$ cat config.mk
export PLATFORM = sky130hd
export DESIGN_NAME = i2cm_controller
export DESIGN_NICKNAME = d
export VERILOG_FILES = /design/src/i2cm_pkg.sv /design/src/i2cm_controller.sv
export SDC_FILE = /design/constraint.sdc
export NUM_CORES = 1
export LEC_CHECK = 0
export ABC_CLOCK_PERIOD_IN_PS = 4000
export BUFFER_PORTS_ARGS = -buffer_cell sky130_fd_sc_hd__buf_2
export CAP_MARGIN = 30
export CORE_MARGIN = 3
export CORE_UTILIZATION = 35
export DETAILED_ROUTE_END_ITERATION = 8
export PLACE_DENSITY = 0.55
export SKIP_CTS_REPAIR_TIMING = 1
export SYNTH_ARGS = -nofsm -noshare
export SYNTH_HDL_FRONTEND = slang
export SYNTH_SLANG_ARGS = --single-unit
$ cat constraint.sdc
create_clock -name sys_clk_i -period 4 [get_ports sys_clk_i]
set_input_delay 0.4 -clock sys_clk_i [delete_from_list [all_inputs] [get_ports sys_clk_i]]
set_output_delay 0.4 -clock sys_clk_i [all_outputs]
set_load 0.1 [all_outputs]
$ cat src/i2cm_pkg.sv
package i2cm_pkg;
  // Register and field widths
  localparam int REG_W = 16;
  localparam int BYTE_W = 8;
  localparam int ADDR_W = 10;
  // Control bit positions
  localparam int CTL_EN = 15;
  localparam int CTL_REL = 12;
  localparam int CTL_TEN_BIT_ADDRESS_SELECT = 10;
  localparam int CTL_ACKDT = 5;
  localparam int CTL_RCEN = 3;
  localparam int CTL_PEN = 2;
  localparam int CTL_RSEN = 1;
  localparam int CTL_SEN = 0;
  // Status bit positions
  localparam int ST_TBF = 0;
  localparam int ST_RBF = 1;
  localparam int ST_RW = 2;
  localparam int ST_ACKSTAT = 3;
  localparam int ST_SACT = 4;
  localparam int ST_MACT = 5;
  localparam int RO_BITS = 6;
  localparam int ST_OV = 6;
  localparam int ST_TEN_BIT_MATCH_FLAG = 8;
  localparam int ST_BCL = 10;
  // Reset values and fixed codes
  localparam logic [REG_W-1:0] CTL_RST = 16'h1000;
  localparam logic [REG_W-1:0] STAT_RST = 16'h0000;
  localparam logic [4:0] TEN_PREFIX = 5'h1e;
  localparam logic [3:0] LAST_BIT = 4'h7;
  localparam logic [3:0] ACK_BIT = 4'h8;
  // Engine states
  typedef enum logic [2:0] {SL_IDLE, SL_ADDR, SL_ADDR_LO, SL_RX, SL_ACK_OUT, SL_TX_WAIT, SL_TX, SL_ACK_IN}
    i2cm_slave_type;
  typedef enum logic [2:0] {MS_IDLE, MS_START, MS_HOLD, MS_BYTE, MS_STOP, MS_RESTART} i2cm_master_type;
endpackage : i2cm_pkg

$ cat src/i2cm_controller.sv
`timescale 1ns/1ps
module i2cm_controller
  import i2cm_pkg::*;
#(
  parameter int BRG_W = 16
) (
  // Clock and reset
  input wire logic sys_clk_i,
  input wire logic rst_i,
  // Control and status registers
  input wire logic ctrl_wr_i,
  input wire logic [REG_W-1:0] ctrl_wdata_i,
  output logic [REG_W-1:0] bus_control_register_o,
  input wire logic stat_wr_i,
  input wire logic [REG_W-1:0] stat_wdata_i,
  output logic [REG_W-1:0] bus_status_register_o,
  // Data registers and configuration
  input wire logic tx_wr_i,
  input wire logic [BYTE_W-1:0] tx_data_i,
  input wire logic rx_rd_i,
  output logic [BYTE_W-1:0] receive_holding_buffer_o,
  input wire logic [ADDR_W-1:0] own_slave_address_i,
  input wire logic [BRG_W-1:0] baud_reload_value_i,
  output logic irq_o,
  // Bus pins
  input wire logic scl_i,
  output logic scl_o,
  output logic scl_oe_o,
  input wire logic sda_i,
  output logic sda_o,
  output logic sda_oe_o
);

  typedef struct packed {
    logic [REG_W-1:0] ctrl;
    logic [REG_W-1:0] st;
    logic [BYTE_W-1:0] rsr;
    logic [BYTE_W-1:0] rcv;
    logic [BYTE_W-1:0] trn;
    logic [BYTE_W-1:0] tsr;
    i2cm_slave_type s_state;
    i2cm_slave_type s_next;
    logic [3:0] s_cnt;
    logic s_ack;
    logic s_drv;
    logic prior;
    logic s_sda_low;
    i2cm_master_type m_state;
    logic m_half;
    logic m_rx;
    logic [3:0] m_bit;
    logic [BRG_W-1:0] m_cnt;
    logic [BYTE_W-1:0] m_tsr;
    logic m_scl_low;
    logic m_sda_low;
    logic scl_q;
    logic sda_q;
    logic irq;
    logic scl_oe;
    logic sda_oe;
  } i2cm_state_type;

  i2cm_state_type r;
  i2cm_state_type next_r;

  logic rise;
  logic fall;
  logic start_seen;
  logic stop_seen;
  logic slv_go;
  logic byte_done;
  logic [BYTE_W-1:0] byte_in;

  // Bus edge and condition detection
  assign rise = scl_i & ~r.scl_q;
  assign fall = ~scl_i & r.scl_q;
  assign start_seen = scl_i & r.scl_q & r.sda_q & ~sda_i;
  assign stop_seen = scl_i & r.scl_q & ~r.sda_q & sda_i;
  assign byte_in = {r.rsr[6:0], sda_i};
  assign slv_go = r.ctrl[CTL_EN] & (r.m_state == MS_IDLE) & ~start_seen & ~stop_seen;
  assign byte_done = slv_go & rise & (r.s_cnt == LAST_BIT);

  always_comb begin
    next_r = r;
    next_r.irq = 1'h0;
    next_r.scl_q = scl_i;
    next_r.sda_q = sda_i;
    // Processor side writes come first so hardware sets win
    if (ctrl_wr_i) next_r.ctrl = ctrl_wdata_i;
    if (stat_wr_i) next_r.st[REG_W-1:RO_BITS] = stat_wdata_i[REG_W-1:RO_BITS];
    if (rx_rd_i) next_r.st[ST_RBF] = 1'h0;
    if (tx_wr_i && !r.st[ST_TBF]) begin
      next_r.trn = tx_data_i;
      next_r.st[ST_TBF] = 1'h1;
    end
    if (!r.ctrl[CTL_EN]) begin
      next_r.s_state = SL_IDLE;
      next_r.m_state = MS_IDLE;
      next_r.m_scl_low = 1'h0;
      next_r.m_sda_low = 1'h0;
      next_r.s_sda_low = 1'h0;
    end else begin
      // Slave engine
      if (r.m_state == MS_IDLE) begin
        if (stop_seen) begin
          next_r.s_state = SL_IDLE;
          next_r.prior = 1'h0;
          next_r.s_sda_low = 1'h0;
        end else if (start_seen) begin
          next_r.s_state = SL_ADDR;
          next_r.s_cnt = 4'h0;
          next_r.s_sda_low = 1'h0;
        end else begin
          unique case (r.s_state)
            SL_IDLE: begin
            end
            SL_ADDR, SL_ADDR_LO, SL_RX: begin
              if (rise) begin
                next_r.rsr = byte_in;
                next_r.s_cnt = r.s_cnt + 4'h1;
                if (r.s_cnt == LAST_BIT) begin
                  next_r.s_cnt = 4'h0;
                  next_r.s_state = SL_ACK_OUT;
                  next_r.s_drv = 1'h0;
                  next_r.s_ack = 1'h0;
                  next_r.s_next = SL_IDLE;
                  if (r.s_state == SL_ADDR && !r.ctrl[CTL_TEN_BIT_ADDRESS_SELECT]) begin
                    if (byte_in[7:1] == own_slave_address_i[6:0]) begin
                      next_r.s_ack = 1'h1;
                      next_r.irq = 1'h1;
                      next_r.st[ST_RW] = byte_in[0];
                      next_r.s_next = byte_in[0] ? SL_TX_WAIT : SL_RX;
                    end
                  end else if (r.s_state == SL_ADDR) begin
                    next_r.st[ST_TEN_BIT_MATCH_FLAG] = 1'h0;
                    if (byte_in[7:3] == TEN_PREFIX && byte_in[2:1] == own_slave_address_i[9:8]) begin
                      if (!byte_in[0]) begin
                        next_r.s_ack = 1'h1;
                        next_r.irq = 1'h1;
                        next_r.s_next = SL_ADDR_LO;
                      end else if (r.prior) begin
                        next_r.s_ack = 1'h1;
                        next_r.irq = 1'h1;
                        next_r.st[ST_RW] = 1'h1;
                        next_r.st[ST_TEN_BIT_MATCH_FLAG] = 1'h1;
                        next_r.s_next = SL_TX_WAIT;
                      end
                    end
                  end else if (r.s_state == SL_ADDR_LO) begin
                    if (byte_in == own_slave_address_i[7:0]) begin
                      next_r.s_ack = 1'h1;
                      next_r.irq = 1'h1;
                      next_r.st[ST_TEN_BIT_MATCH_FLAG] = 1'h1;
                      next_r.prior = 1'h1;
                      next_r.st[ST_RW] = 1'h0;
                      next_r.s_next = SL_RX;
                    end else begin
                      next_r.st[ST_TEN_BIT_MATCH_FLAG] = 1'h0;
                    end
                  end else begin
                    next_r.irq = 1'h1;
                    next_r.s_next = SL_RX;
                    if (next_r.st[ST_RBF]) begin
                      next_r.st[ST_OV] = 1'h1;
                    end else begin
                      next_r.rcv = byte_in;
                      next_r.st[ST_RBF] = 1'h1;
                      next_r.s_ack = ~next_r.st[ST_OV];
                    end
                  end
                end
              end
            end
            SL_ACK_OUT: begin
              if (fall) begin
                if (!r.s_drv) begin
                  next_r.s_drv = 1'h1;
                  next_r.s_sda_low = r.s_ack;
                end else begin
                  next_r.s_sda_low = 1'h0;
                  next_r.s_state = r.s_ack ? r.s_next : SL_IDLE;
                  if (r.s_ack && r.s_next == SL_TX_WAIT && !next_r.st[ST_TBF]) next_r.ctrl[CTL_REL] = 1'h0;
                end
              end
            end
            SL_TX_WAIT: begin
              if (next_r.st[ST_TBF] && next_r.ctrl[CTL_REL]) begin
                next_r.tsr = {next_r.trn[6:0], 1'h0};
                next_r.s_sda_low = ~next_r.trn[7];
                next_r.st[ST_TBF] = 1'h0;
                next_r.s_cnt = 4'h1;
                next_r.s_state = SL_TX;
              end
            end
            SL_TX: begin
              if (fall) begin
                if (r.s_cnt == ACK_BIT) begin
                  next_r.s_sda_low = 1'h0;
                  next_r.s_state = SL_ACK_IN;
                end else begin
                  next_r.s_sda_low = ~r.tsr[7];
                  next_r.tsr = {r.tsr[6:0], 1'h0};
                  next_r.s_cnt = r.s_cnt + 4'h1;
                end
              end
            end
            SL_ACK_IN: begin
              if (rise) next_r.st[ST_ACKSTAT] = sda_i;
              if (fall) begin
                next_r.irq = 1'h1;
                next_r.s_cnt = 4'h0;
                next_r.s_state = r.st[ST_ACKSTAT] ? SL_IDLE : SL_TX_WAIT;
                if (!r.st[ST_ACKSTAT] && !next_r.st[ST_TBF]) next_r.ctrl[CTL_REL] = 1'h0;
              end
            end
          endcase
        end
      end
      // Master engine
      unique case (r.m_state)
        MS_IDLE: begin
          if (next_r.ctrl[CTL_SEN] && scl_i && sda_i && r.s_state == SL_IDLE) begin
            next_r.m_sda_low = 1'h1;
            next_r.m_cnt = baud_reload_value_i;
            next_r.m_state = MS_START;
          end
        end
        MS_START: begin
          if (r.m_cnt == '0) begin
            next_r.m_scl_low = 1'h1;
            next_r.ctrl[CTL_SEN] = 1'h0;
            next_r.m_state = MS_HOLD;
            next_r.irq = 1'h1;
          end else begin
            next_r.m_cnt = r.m_cnt - 1'h1;
          end
        end
        MS_HOLD: begin
          next_r.m_bit = 4'h0;
          next_r.m_half = 1'h0;
          next_r.m_cnt = baud_reload_value_i;
          if (next_r.ctrl[CTL_PEN]) begin
            next_r.m_sda_low = 1'h1;
            next_r.m_state = MS_STOP;
          end else if (next_r.ctrl[CTL_RSEN]) begin
            next_r.m_sda_low = 1'h0;
            next_r.m_state = MS_RESTART;
          end else if (next_r.ctrl[CTL_RCEN] || next_r.st[ST_TBF]) begin
            // Address bytes of either width go out as ordinary bytes
            next_r.m_rx = next_r.ctrl[CTL_RCEN];
            next_r.m_tsr = next_r.ctrl[CTL_RCEN] ? 8'hff : next_r.trn;
            if (!next_r.ctrl[CTL_RCEN]) next_r.st[ST_TBF] = 1'h0;
            next_r.m_sda_low = ~next_r.m_tsr[7];
            next_r.m_state = MS_BYTE;
          end
        end
        MS_STOP, MS_RESTART: begin
          if (r.m_cnt == '0) begin
            next_r.m_cnt = baud_reload_value_i;
            next_r.m_bit = r.m_bit + 4'h1;
            if (r.m_bit == 4'h0) begin
              next_r.m_scl_low = 1'h0;
            end else if (r.m_state == MS_STOP) begin
              next_r.m_sda_low = 1'h0;
              next_r.ctrl[CTL_PEN] = 1'h0;
              next_r.m_state = MS_IDLE;
              next_r.irq = 1'h1;
            end else if (r.m_bit == 4'h1) begin
              next_r.m_sda_low = 1'h1;
            end else begin
              next_r.m_scl_low = 1'h1;
              next_r.ctrl[CTL_RSEN] = 1'h0;
              next_r.m_state = MS_HOLD;
              next_r.irq = 1'h1;
            end
          end else begin
            next_r.m_cnt = r.m_cnt - 1'h1;
          end
        end
        MS_BYTE: begin
          if (!r.m_half) begin
            if (r.m_cnt == '0) begin
              next_r.m_scl_low = 1'h0;
              next_r.m_half = 1'h1;
              next_r.m_cnt = baud_reload_value_i;
            end else begin
              next_r.m_cnt = r.m_cnt - 1'h1;
            end
          end else if (rise) begin
            next_r.m_tsr = {r.m_tsr[6:0], 1'h1};
            if (r.m_bit == ACK_BIT) begin
              if (!r.m_rx) next_r.st[ST_ACKSTAT] = sda_i;
            end else if (r.m_rx) begin
              next_r.rsr = byte_in;
            end else if (!r.m_sda_low && !sda_i) begin
              next_r.st[ST_BCL] = 1'h1;
              next_r.m_scl_low = 1'h0;
              next_r.m_sda_low = 1'h0;
              next_r.m_state = MS_IDLE;
              next_r.irq = 1'h1;
            end
          end else if (scl_i) begin
            if (r.m_cnt == '0) begin
              next_r.m_scl_low = 1'h1;
              next_r.m_half = 1'h0;
              next_r.m_cnt = baud_reload_value_i;
              next_r.m_bit = r.m_bit + 4'h1;
              if (r.m_bit == ACK_BIT) begin
                next_r.m_sda_low = 1'h0;
                next_r.m_state = MS_HOLD;
                next_r.irq = 1'h1;
                if (r.m_rx) begin
                  next_r.ctrl[CTL_RCEN] = 1'h0;
                  if (next_r.st[ST_RBF]) begin
                    next_r.st[ST_OV] = 1'h1;
                  end else begin
                    next_r.rcv = r.rsr;
                    next_r.st[ST_RBF] = 1'h1;
                  end
                end
              end else if (r.m_bit == LAST_BIT) begin
                next_r.m_sda_low = r.m_rx & ~next_r.ctrl[CTL_ACKDT];
              end else begin
                next_r.m_sda_low = ~r.m_tsr[7];
              end
            end else begin
              next_r.m_cnt = r.m_cnt - 1'h1;
            end
          end
        end
      endcase
    end
    next_r.st[ST_SACT] = next_r.s_state != SL_IDLE;
    next_r.st[ST_MACT] = next_r.m_state != MS_IDLE;
    // Both lines are open drain: enable means pull low
    next_r.scl_oe = next_r.m_scl_low | (~next_r.ctrl[CTL_REL] & (next_r.s_state != SL_IDLE));
    next_r.sda_oe = next_r.m_sda_low | next_r.s_sda_low;
  end

  always_ff @(posedge sys_clk_i) begin
    if (rst_i) begin
      r <= '0;
      r.ctrl <= CTL_RST;
      r.st <= STAT_RST;
    end else begin
      r <= next_r;
    end
  end

  assign bus_control_register_o = r.ctrl;
  assign bus_status_register_o = r.st;
  assign receive_holding_buffer_o = r.rcv;
  assign irq_o = r.irq;
  assign scl_o = 1'h0;
  assign sda_o = 1'h0;
  assign scl_oe_o = r.scl_oe;
  assign sda_oe_o = r.sda_oe;
endmodule : i2cm_controller

==> results.py, run 1 <==
metrics = {
    "worst_hold_path": {
        "hold_start": "stat_wdata_i[15]",
        "hp-class": "in -> reg",
    },
    "setup_path": {
        "cp-end-kind": "flip-flop",
        "crit_path_start": "r[39]",
        "required_ps": 4350,
        "crit_arrival_ps": 3270,
        "start_kind": "flip-flop",
        "path_class": "reg -> reg",
        "r2r-start": "r[39]",
        "worst-path-max-fanout": 19,
    },
    "synth": {
        "synth.area.mux_share_pct": 7.348,
        "ys_ff_latch": 117,
        "synth_fa_ha_area_share_pct": 1.578,
        "yosys_warnings": 0,
        "synth-compound-area-share_pct": 23.43,
        "yosysSeqAreaShare_pct": 32.83,
        "synth_xor_area_share_pct": 2.578,
        "ys_types": 90,
        "synth-edff-count": 0,
        "async_reset_ff_share_pct": 0,
        "synth_area_per_cell_um2": 8.182,
        "synthSimpleGateAreaFrac_pct": 23.04,
        "synth_ff_type": "dfxtp_1",
        "synth_top_family_by_area": "compound AO/OA/AOI/OAI gates",
        "synthCells": 872,
        "syn_area_mm2": 0.007134,
    },
    "die": {
        "die_h_um": 148.8,
        "die_x_um": 148.8,
        "core_mm2": 0.01972,
        "rows": 51,
        "io_pins": 119,
        "die-area_mm2": 0.02213,
        "initial_core_util_pct": 36.18,
    },
    "drt": {
        "drtIter0Drc": 504,
        "wl_per_cell_um": 17.21,
        "via_count": 6554,
        "route.detailed.drc": 0,
        "drtPass1Iterations": 5,
        "wl_um": 20370,
        "vias_per_cell": 5.535,
        "drtAntennaViolNets": 0,
    },
    "global_route": {
        "track_usage_pct": 18.58,
        "first_global_vias": 6194,
        "grt_overflow_total": 0,
        "grt_max_degree": 82,
        "antenna_found_initial": 0,
        "grt_pass1_wl_um": 33110,
    },
    "cells_and_area": {
        "area_growth_pct": 13.14,
        "insertedDiodeCount": 0,
        "final_util_pct": 40.94,
        "drive_above_1_share_pct": 19.48,
        "seqCellArea_mm2": 0.002342,
        "nets": 992,
        "multi_input_comb_area_mm2": 0.004144,
        "fillerInstances": 2031,
        "stdcell_count": 1184,
    },
    "sta": {
        "finClkSkew_ps": 13.23,
        "timing.final.ws_setup_ps": 1080,
        "relSlewSlack_pct": 37.39,
        "fin_setup_tns_ps": 0,
        "finalSetupViolCount": 0,
        "fmax_mhz": 342.4,
        "whs_ps": 220.2,
        "tightest_slew_ps": 939.1,
        "rsz0062_at_grt": "false",
        "hold_viol": 0,
        "fin_crit_ps": 2920,
        "slew_viol_final": 0,
        "timing.final.crit_share_pct": 73.01,
    },
    "clocking": {
        "numCtsBuffers": 17,
        "clk_path_buf_depth": 2,
        "cts_sinks": 117,
        "clk_root_buffer_cell": "clkbuf_16",
        "worstSkewPairLatency_ps": 420,
        "cts_tree": "yes",
        "htree_num_levels": 4,
        "path_clk_slew_ps": 60,
    },
    "place": {
        "dp_slack_ps": 1131,
        "dp.cells": 1155,
        "io_buffer_count": 110,
        "dp_hpwl_um": 14460,
        "gp_congestion": 0.9091,
    },
    "run_status": {
        "status": "complete, no violations",
    },
    "power": {
        "power.density_mw_per_mm2": 391.2,
        "p_leak_nw": 3.082,
        "ir_worst_vdd_uv": 297.0,
    },
    "job": {
        "maxCapViolations": 0,
    },
}
[routing by layer]
metal	vias to the layer above	wire, um	GRT usage (%)
li1	3217	-	-
met1	3137	9409	25.10
met2	174	9621	29.92
met3	26	964	3.646
met4	0	379	6.133
met5	-	0	0
[sequential cells by signal, summed over array words and instances, names as in the netlist]
name,flops
bus_control_register_o,16
bus_status_register_o,16
byte_in,7
irq_o,1
r,67
receive_holding_buffer_o,8
scl_oe_o,1
sda_oe_o,1
[cell usage in the layout, fill, tap and decap left out, types with 7 or more instances in the layout]
| cell type | n |
|---|---|
| nand2b_1 | 8 |
| xnor2_1 | 9 |
| ha_1 | 9 |
| inv_1 | 22 |
| a22oi_1 | 16 |
| and3_1 | 9 |
| a211oi_1 | 18 |
| dfxtp_1 | 117 |
| a21oi_1 | 62 |
| nor2_1 | 110 |
| mux2i_1 | 49 |
| nand4_1 | 9 |
| buf_2 | 109 |
| nor3_1 | 23 |
| o22ai_1 | 10 |
| clkbuf_16 | 17 |
| a31oi_1 | 12 |
| a32oi_1 | 8 |
| nand2_1 | 48 |
| nand3_1 | 20 |
| xor2_1 | 12 |
| o21ai_0 | 45 |
| o21ai_1 | 7 |
| or3_1 | 8 |
[area by class of cell]
class	count	area share [%]
well taps	265	4.108
inverters	22	1.023
repair buffers	113	7.131
clock buffers	20	5.782
flip-flops and latches	117	29.02
clock inverters	9	1.597
multi-input cells	638	51.34
[where the power goes]
part	total, mW	internal (mW)	switching [mW]	leakage [nW]
Sequential	1.21	1.19	0.0156	0.950
Combinational	0.387	0.104	0.282	1.84
Clock	1.57	1.01	0.551	0.290
Total	3.16	2.31	0.849	3.08
[final timing paths]
check	to	cells after the start	slack [ps]
max	r[23]	7	1080
min	bus_status_register_o[15]	3	220
max reg2reg	r[23]	7	1080
min reg2reg	r[50]	2	470
[Yosys cell counts (4+ instances only)]
cell,number,area (um2)
mux2i_1,49,490.5
a211oi_1,18,135.1
nand3b_1,6,45.04
nand4_1,9,56.30
nand3_1,20,100.1
inv_1,22,82.58
o21ai_1,7,35.03
a21o_1,5,37.54
clkbuf_1,33,123.9
o211ai_1,6,45.04
and3b_1,5,43.79
nand2b_1,8,50.05
nor4_1,6,37.54
ha_1,9,112.6
o32ai_1,5,43.79
nor2b_1,6,37.54
nor3_1,23,115.1
a21oi_1,62,310.3
buf_4,46,345.3
buf_2,11,55.05
o31ai_1,6,45.04
nand2_1,48,180.2
xnor2_1,9,78.83
a22oi_1,16,120.1
and2_1,6,37.54
and3_1,9,56.30
xor2_1,12,105.1
dfxtp_1,117,2342
a32oi_1,8,70.07
o22ai_1,10,62.56
nor3_2,4,40.04
a21oi_2,4,35.03
o21ai_0,45,225.2
a31oi_1,12,75.07
nor2_1,110,412.9
or3_1,8,50.05
[per-stage QoR]
stage	total power [mW]	cell area, um2
after floorplan	1.541	7138
after global placement	1.618	7476
after detailed placement	1.618	7476
after CTS	3.200	8071
after global routing	3.280	8071
final	3.158	8071
[cell families after synthesis]
| group | count (synthesis) |
|---|---|
| AO/OA/AOI/OAI | 248 |
| flip-flops | 117 |
| multiplexers | 52 |
| buffers and inverters | 118 |
| adder cells (fa/ha/maj) | 9 |
| XOR/XNOR | 21 |
| other | 1 |
| AND/OR/NAND/NOR | 306 |
[critical path, stage by stage, from the launching register on]
cell and delay, ps:
dfxtp_1 770, ha_1 600, inv_1 250, a311oi_2 330, o21ai_2 280, nor2_1 300
a22oi_1 130, o22ai_1 170
No activity file was read; power rests on OpenSTA's default activity.
==> inputs of run 2 (changes only) <==
--- a/config.mk
+++ b/config.mk
@@ -5,7 +5,7 @@
 export SDC_FILE = /design/constraint.sdc
 export NUM_CORES = 1
 export LEC_CHECK = 0
-export ABC_CLOCK_PERIOD_IN_PS = 4000
+export ABC_CLOCK_PERIOD_IN_PS = 3000
 export BUFFER_PORTS_ARGS = -buffer_cell sky130_fd_sc_hd__buf_2
 export CAP_MARGIN = 30
 export CORE_MARGIN = 3
==> constraint.sdc (replaced) <==
create_clock -name sys_clk_i -period 3 [get_ports sys_clk_i]
set_input_delay 0.3 -clock sys_clk_i [delete_from_list [all_inputs] [get_ports sys_clk_i]]
set_output_delay 0.3 -clock sys_clk_i [all_outputs]
set_load 0.1 [all_outputs]
==> results.py, run 2 (synthesis results as in run 1) <==
metrics = {
    "run_status": {
        "status": "complete, no violations",
    },
    "setup_path": {
        "reg2regPathDepth": 8,
        "r2r-start": "r[15]",
        "required_ps": 3280,
        "crit_path_start": "r[15]",
        "reg2reg_to": "r[19]",
        "endpoint": "r[19]",
        "worst-path-max-fanout": 14,
        "start_kind": "flip-flop",
        "crit_arrival_ps": 2860,
        "cp-end-kind": "flip-flop",
        "r2r_slack_ps": 420,
        "path_class": "reg -> reg",
    },
    "cells_and_area": {
        "final_common_cell": "dfxtp_1",
        "seqCellArea_mm2": 0.002342,
        "nets": 1013,
        "fillerInstances": 2031,
        "area_growth_pct": 14.59,
        "stdcell_count": 1206,
        "largest_reg_flops": 67,
        "regMostFlops": "r",
        "insertedDiodeCount": 0,
        "drive_above_1_share_pct": 21.15,
        "multi_input_comb_area_mm2": 0.004144,
        "final_cell_mix": "dfxtp_1 (117), nor2_1 (110), buf_2 (109), a21oi_1 (62), mux2i_1 (49)",
    },
    "global_route": {
        "grt_max_degree": 63,
        "grt_pass1_wl_um": 32850,
        "first_global_vias": 6259,
        "antenna_found_initial": 0,
        "grt_overflow_total": 0,
        "track_usage_pct": 18.43,
    },
    "clocking": {
        "clk_root_buffer_cell": "clkbuf_16",
        "worstSkewPairLatency_ps": 420,
        "clk_path_buf_depth": 2,
        "numCtsBuffers": 17,
        "cts_tree": "yes",
        "htree_num_levels": 4,
        "path_clk_slew_ps": 60,
        "cts_sinks": 117,
    },
    "drt": {
        "vias_per_cell": 5.457,
        "drt-met1-wl_um": 9373,
        "wl_per_cell_um": 16.91,
        "routed-wl-met3_um": 1107,
        "wl_met2_um": 9524,
        "top_layer": "met4",
        "via_count": 6581,
        "drtIter0Drc": 471,
        "route.detailed.drc": 0,
        "drtAntennaViolNets": 0,
        "wl_um": 20400,
        "drtPass1Iterations": 5,
    },
    "sta": {
        "timing.final.crit_share_pct": 85.97,
        "fmax_mhz": 387.7,
        "rsz0062_at_grt": "false",
        "finClkSkew_ps": 8.928,
        "hold_viol": 0,
        "tightest_slew_ps": 716.5,
        "fin_setup_tns_ps": 0,
        "slew_viol_final": 0,
        "relSlewSlack_pct": 52.17,
        "fin_crit_ps": 2579,
        "finalSetupViolCount": 0,
    },
    "die": {
        "rows": 51,
        "die-area_mm2": 0.02213,
        "die_h_um": 148.8,
        "die_x_um": 148.8,
        "core_mm2": 0.01972,
        "io_pins": 119,
        "initial_core_util_pct": 36.18,
    },
    "place": {
        "gp_congestion": 0.9467,
        "dp_hpwl_um": 14950,
        "io_buffer_count": 110,
        "dp.cells": 1176,
    },
    "power": {
        "ir_worst_vdd_uv": 372.7,
        "p_leak_nw": 3.151,
        "power.density_mw_per_mm2": 492.2,
    },
    "worst_hold_path": {
        "hp-class": "in -> reg",
    },
    "job": {
        "maxCapViolations": 0,
    },
}
## run 2: changes by cell type in the layout (fill, tap and decap cells not counted), sizes merged
| cell | delta |
|---|---|
| buf | +21 |
| bufinv | -2 |
| clkinv | +1 |
| clkbuf | +1 |
| clkinvlp | +1 |
## run 2: where the power goes
group          switching [mW]  internal [mW]
Clock                   0.727           1.17
Sequential             0.0198           1.59
Combinational           0.378          0.146
Total                    1.13           2.90
## run 2: worst min-delay path by stage
stage | endpoint | from | cells after the start | slack, ps
floorplan | bus_status_register_o[2] | bus_status_register_o[2] | 2 | 440
global placement | r[50] | r[50] | 2 | 460
detailed placement | r[50] | r[50] | 2 | 460
CTS | bus_control_register_o[6] | ctrl_wdata_i[6] | 3 | 110
global route | bus_status_register_o[13] | stat_wdata_i[13] | 3 | 120
finish | bus_status_register_o[9] | stat_wdata_i[9] | 3 | 120
## run 2: area by class of cell
type / instances / area share (%)
Clock inverter: 9 / 0.9948
Tap cell: 265 / 4.056
Clock buffer: 21 / 5.632
Inverter: 22 / 1.010
Sequential cell: 117 / 28.65
Timing Repair Buffer: 134 / 8.968
Multi-Input combinational cell: 638 / 50.69
## run 2: stage by stage
step / utilization (%) / power [mW] / area [um2] / hold WS (ps) / setup slack (ps)
after floorplan: - / 2.054 / 7138 / 438.4 / 776.5
after global placement: 38.71 / 2.165 / 7634 / 459.4 / 445.5
after detailed placement: 38.71 / 2.166 / 7634 / 460.4 / 411.2
after CTS: 41.46 / 4.080 / 8175 / 107.2 / 410.4
after global routing: 41.46 / 4.179 / 8175 / 121.5 / 219.8
final: 41.46 / 4.024 / 8175 / 120.1 / 420.8
## run 2: metal layers
| layer | GRT usage, % | up-vias |
|---|---|---|
| met5 | 0 | - |
| met1 | 24.96 | 3062 |
| met2 | 29.53 | 230 |
| li1 | - | 3261 |
| met3 | 3.707 | 28 |
| met4 | 6.178 | 0 |
## run 2: critical path, stage by stage, from the launching register on
cell and delay, ps:
dfxtp_1 310, inv_1 140, ha_1 180, nor4b_4 320
and4_1 330, nand2_2 150, o21ai_2 540, nand2b_4 360
o32ai_1 110
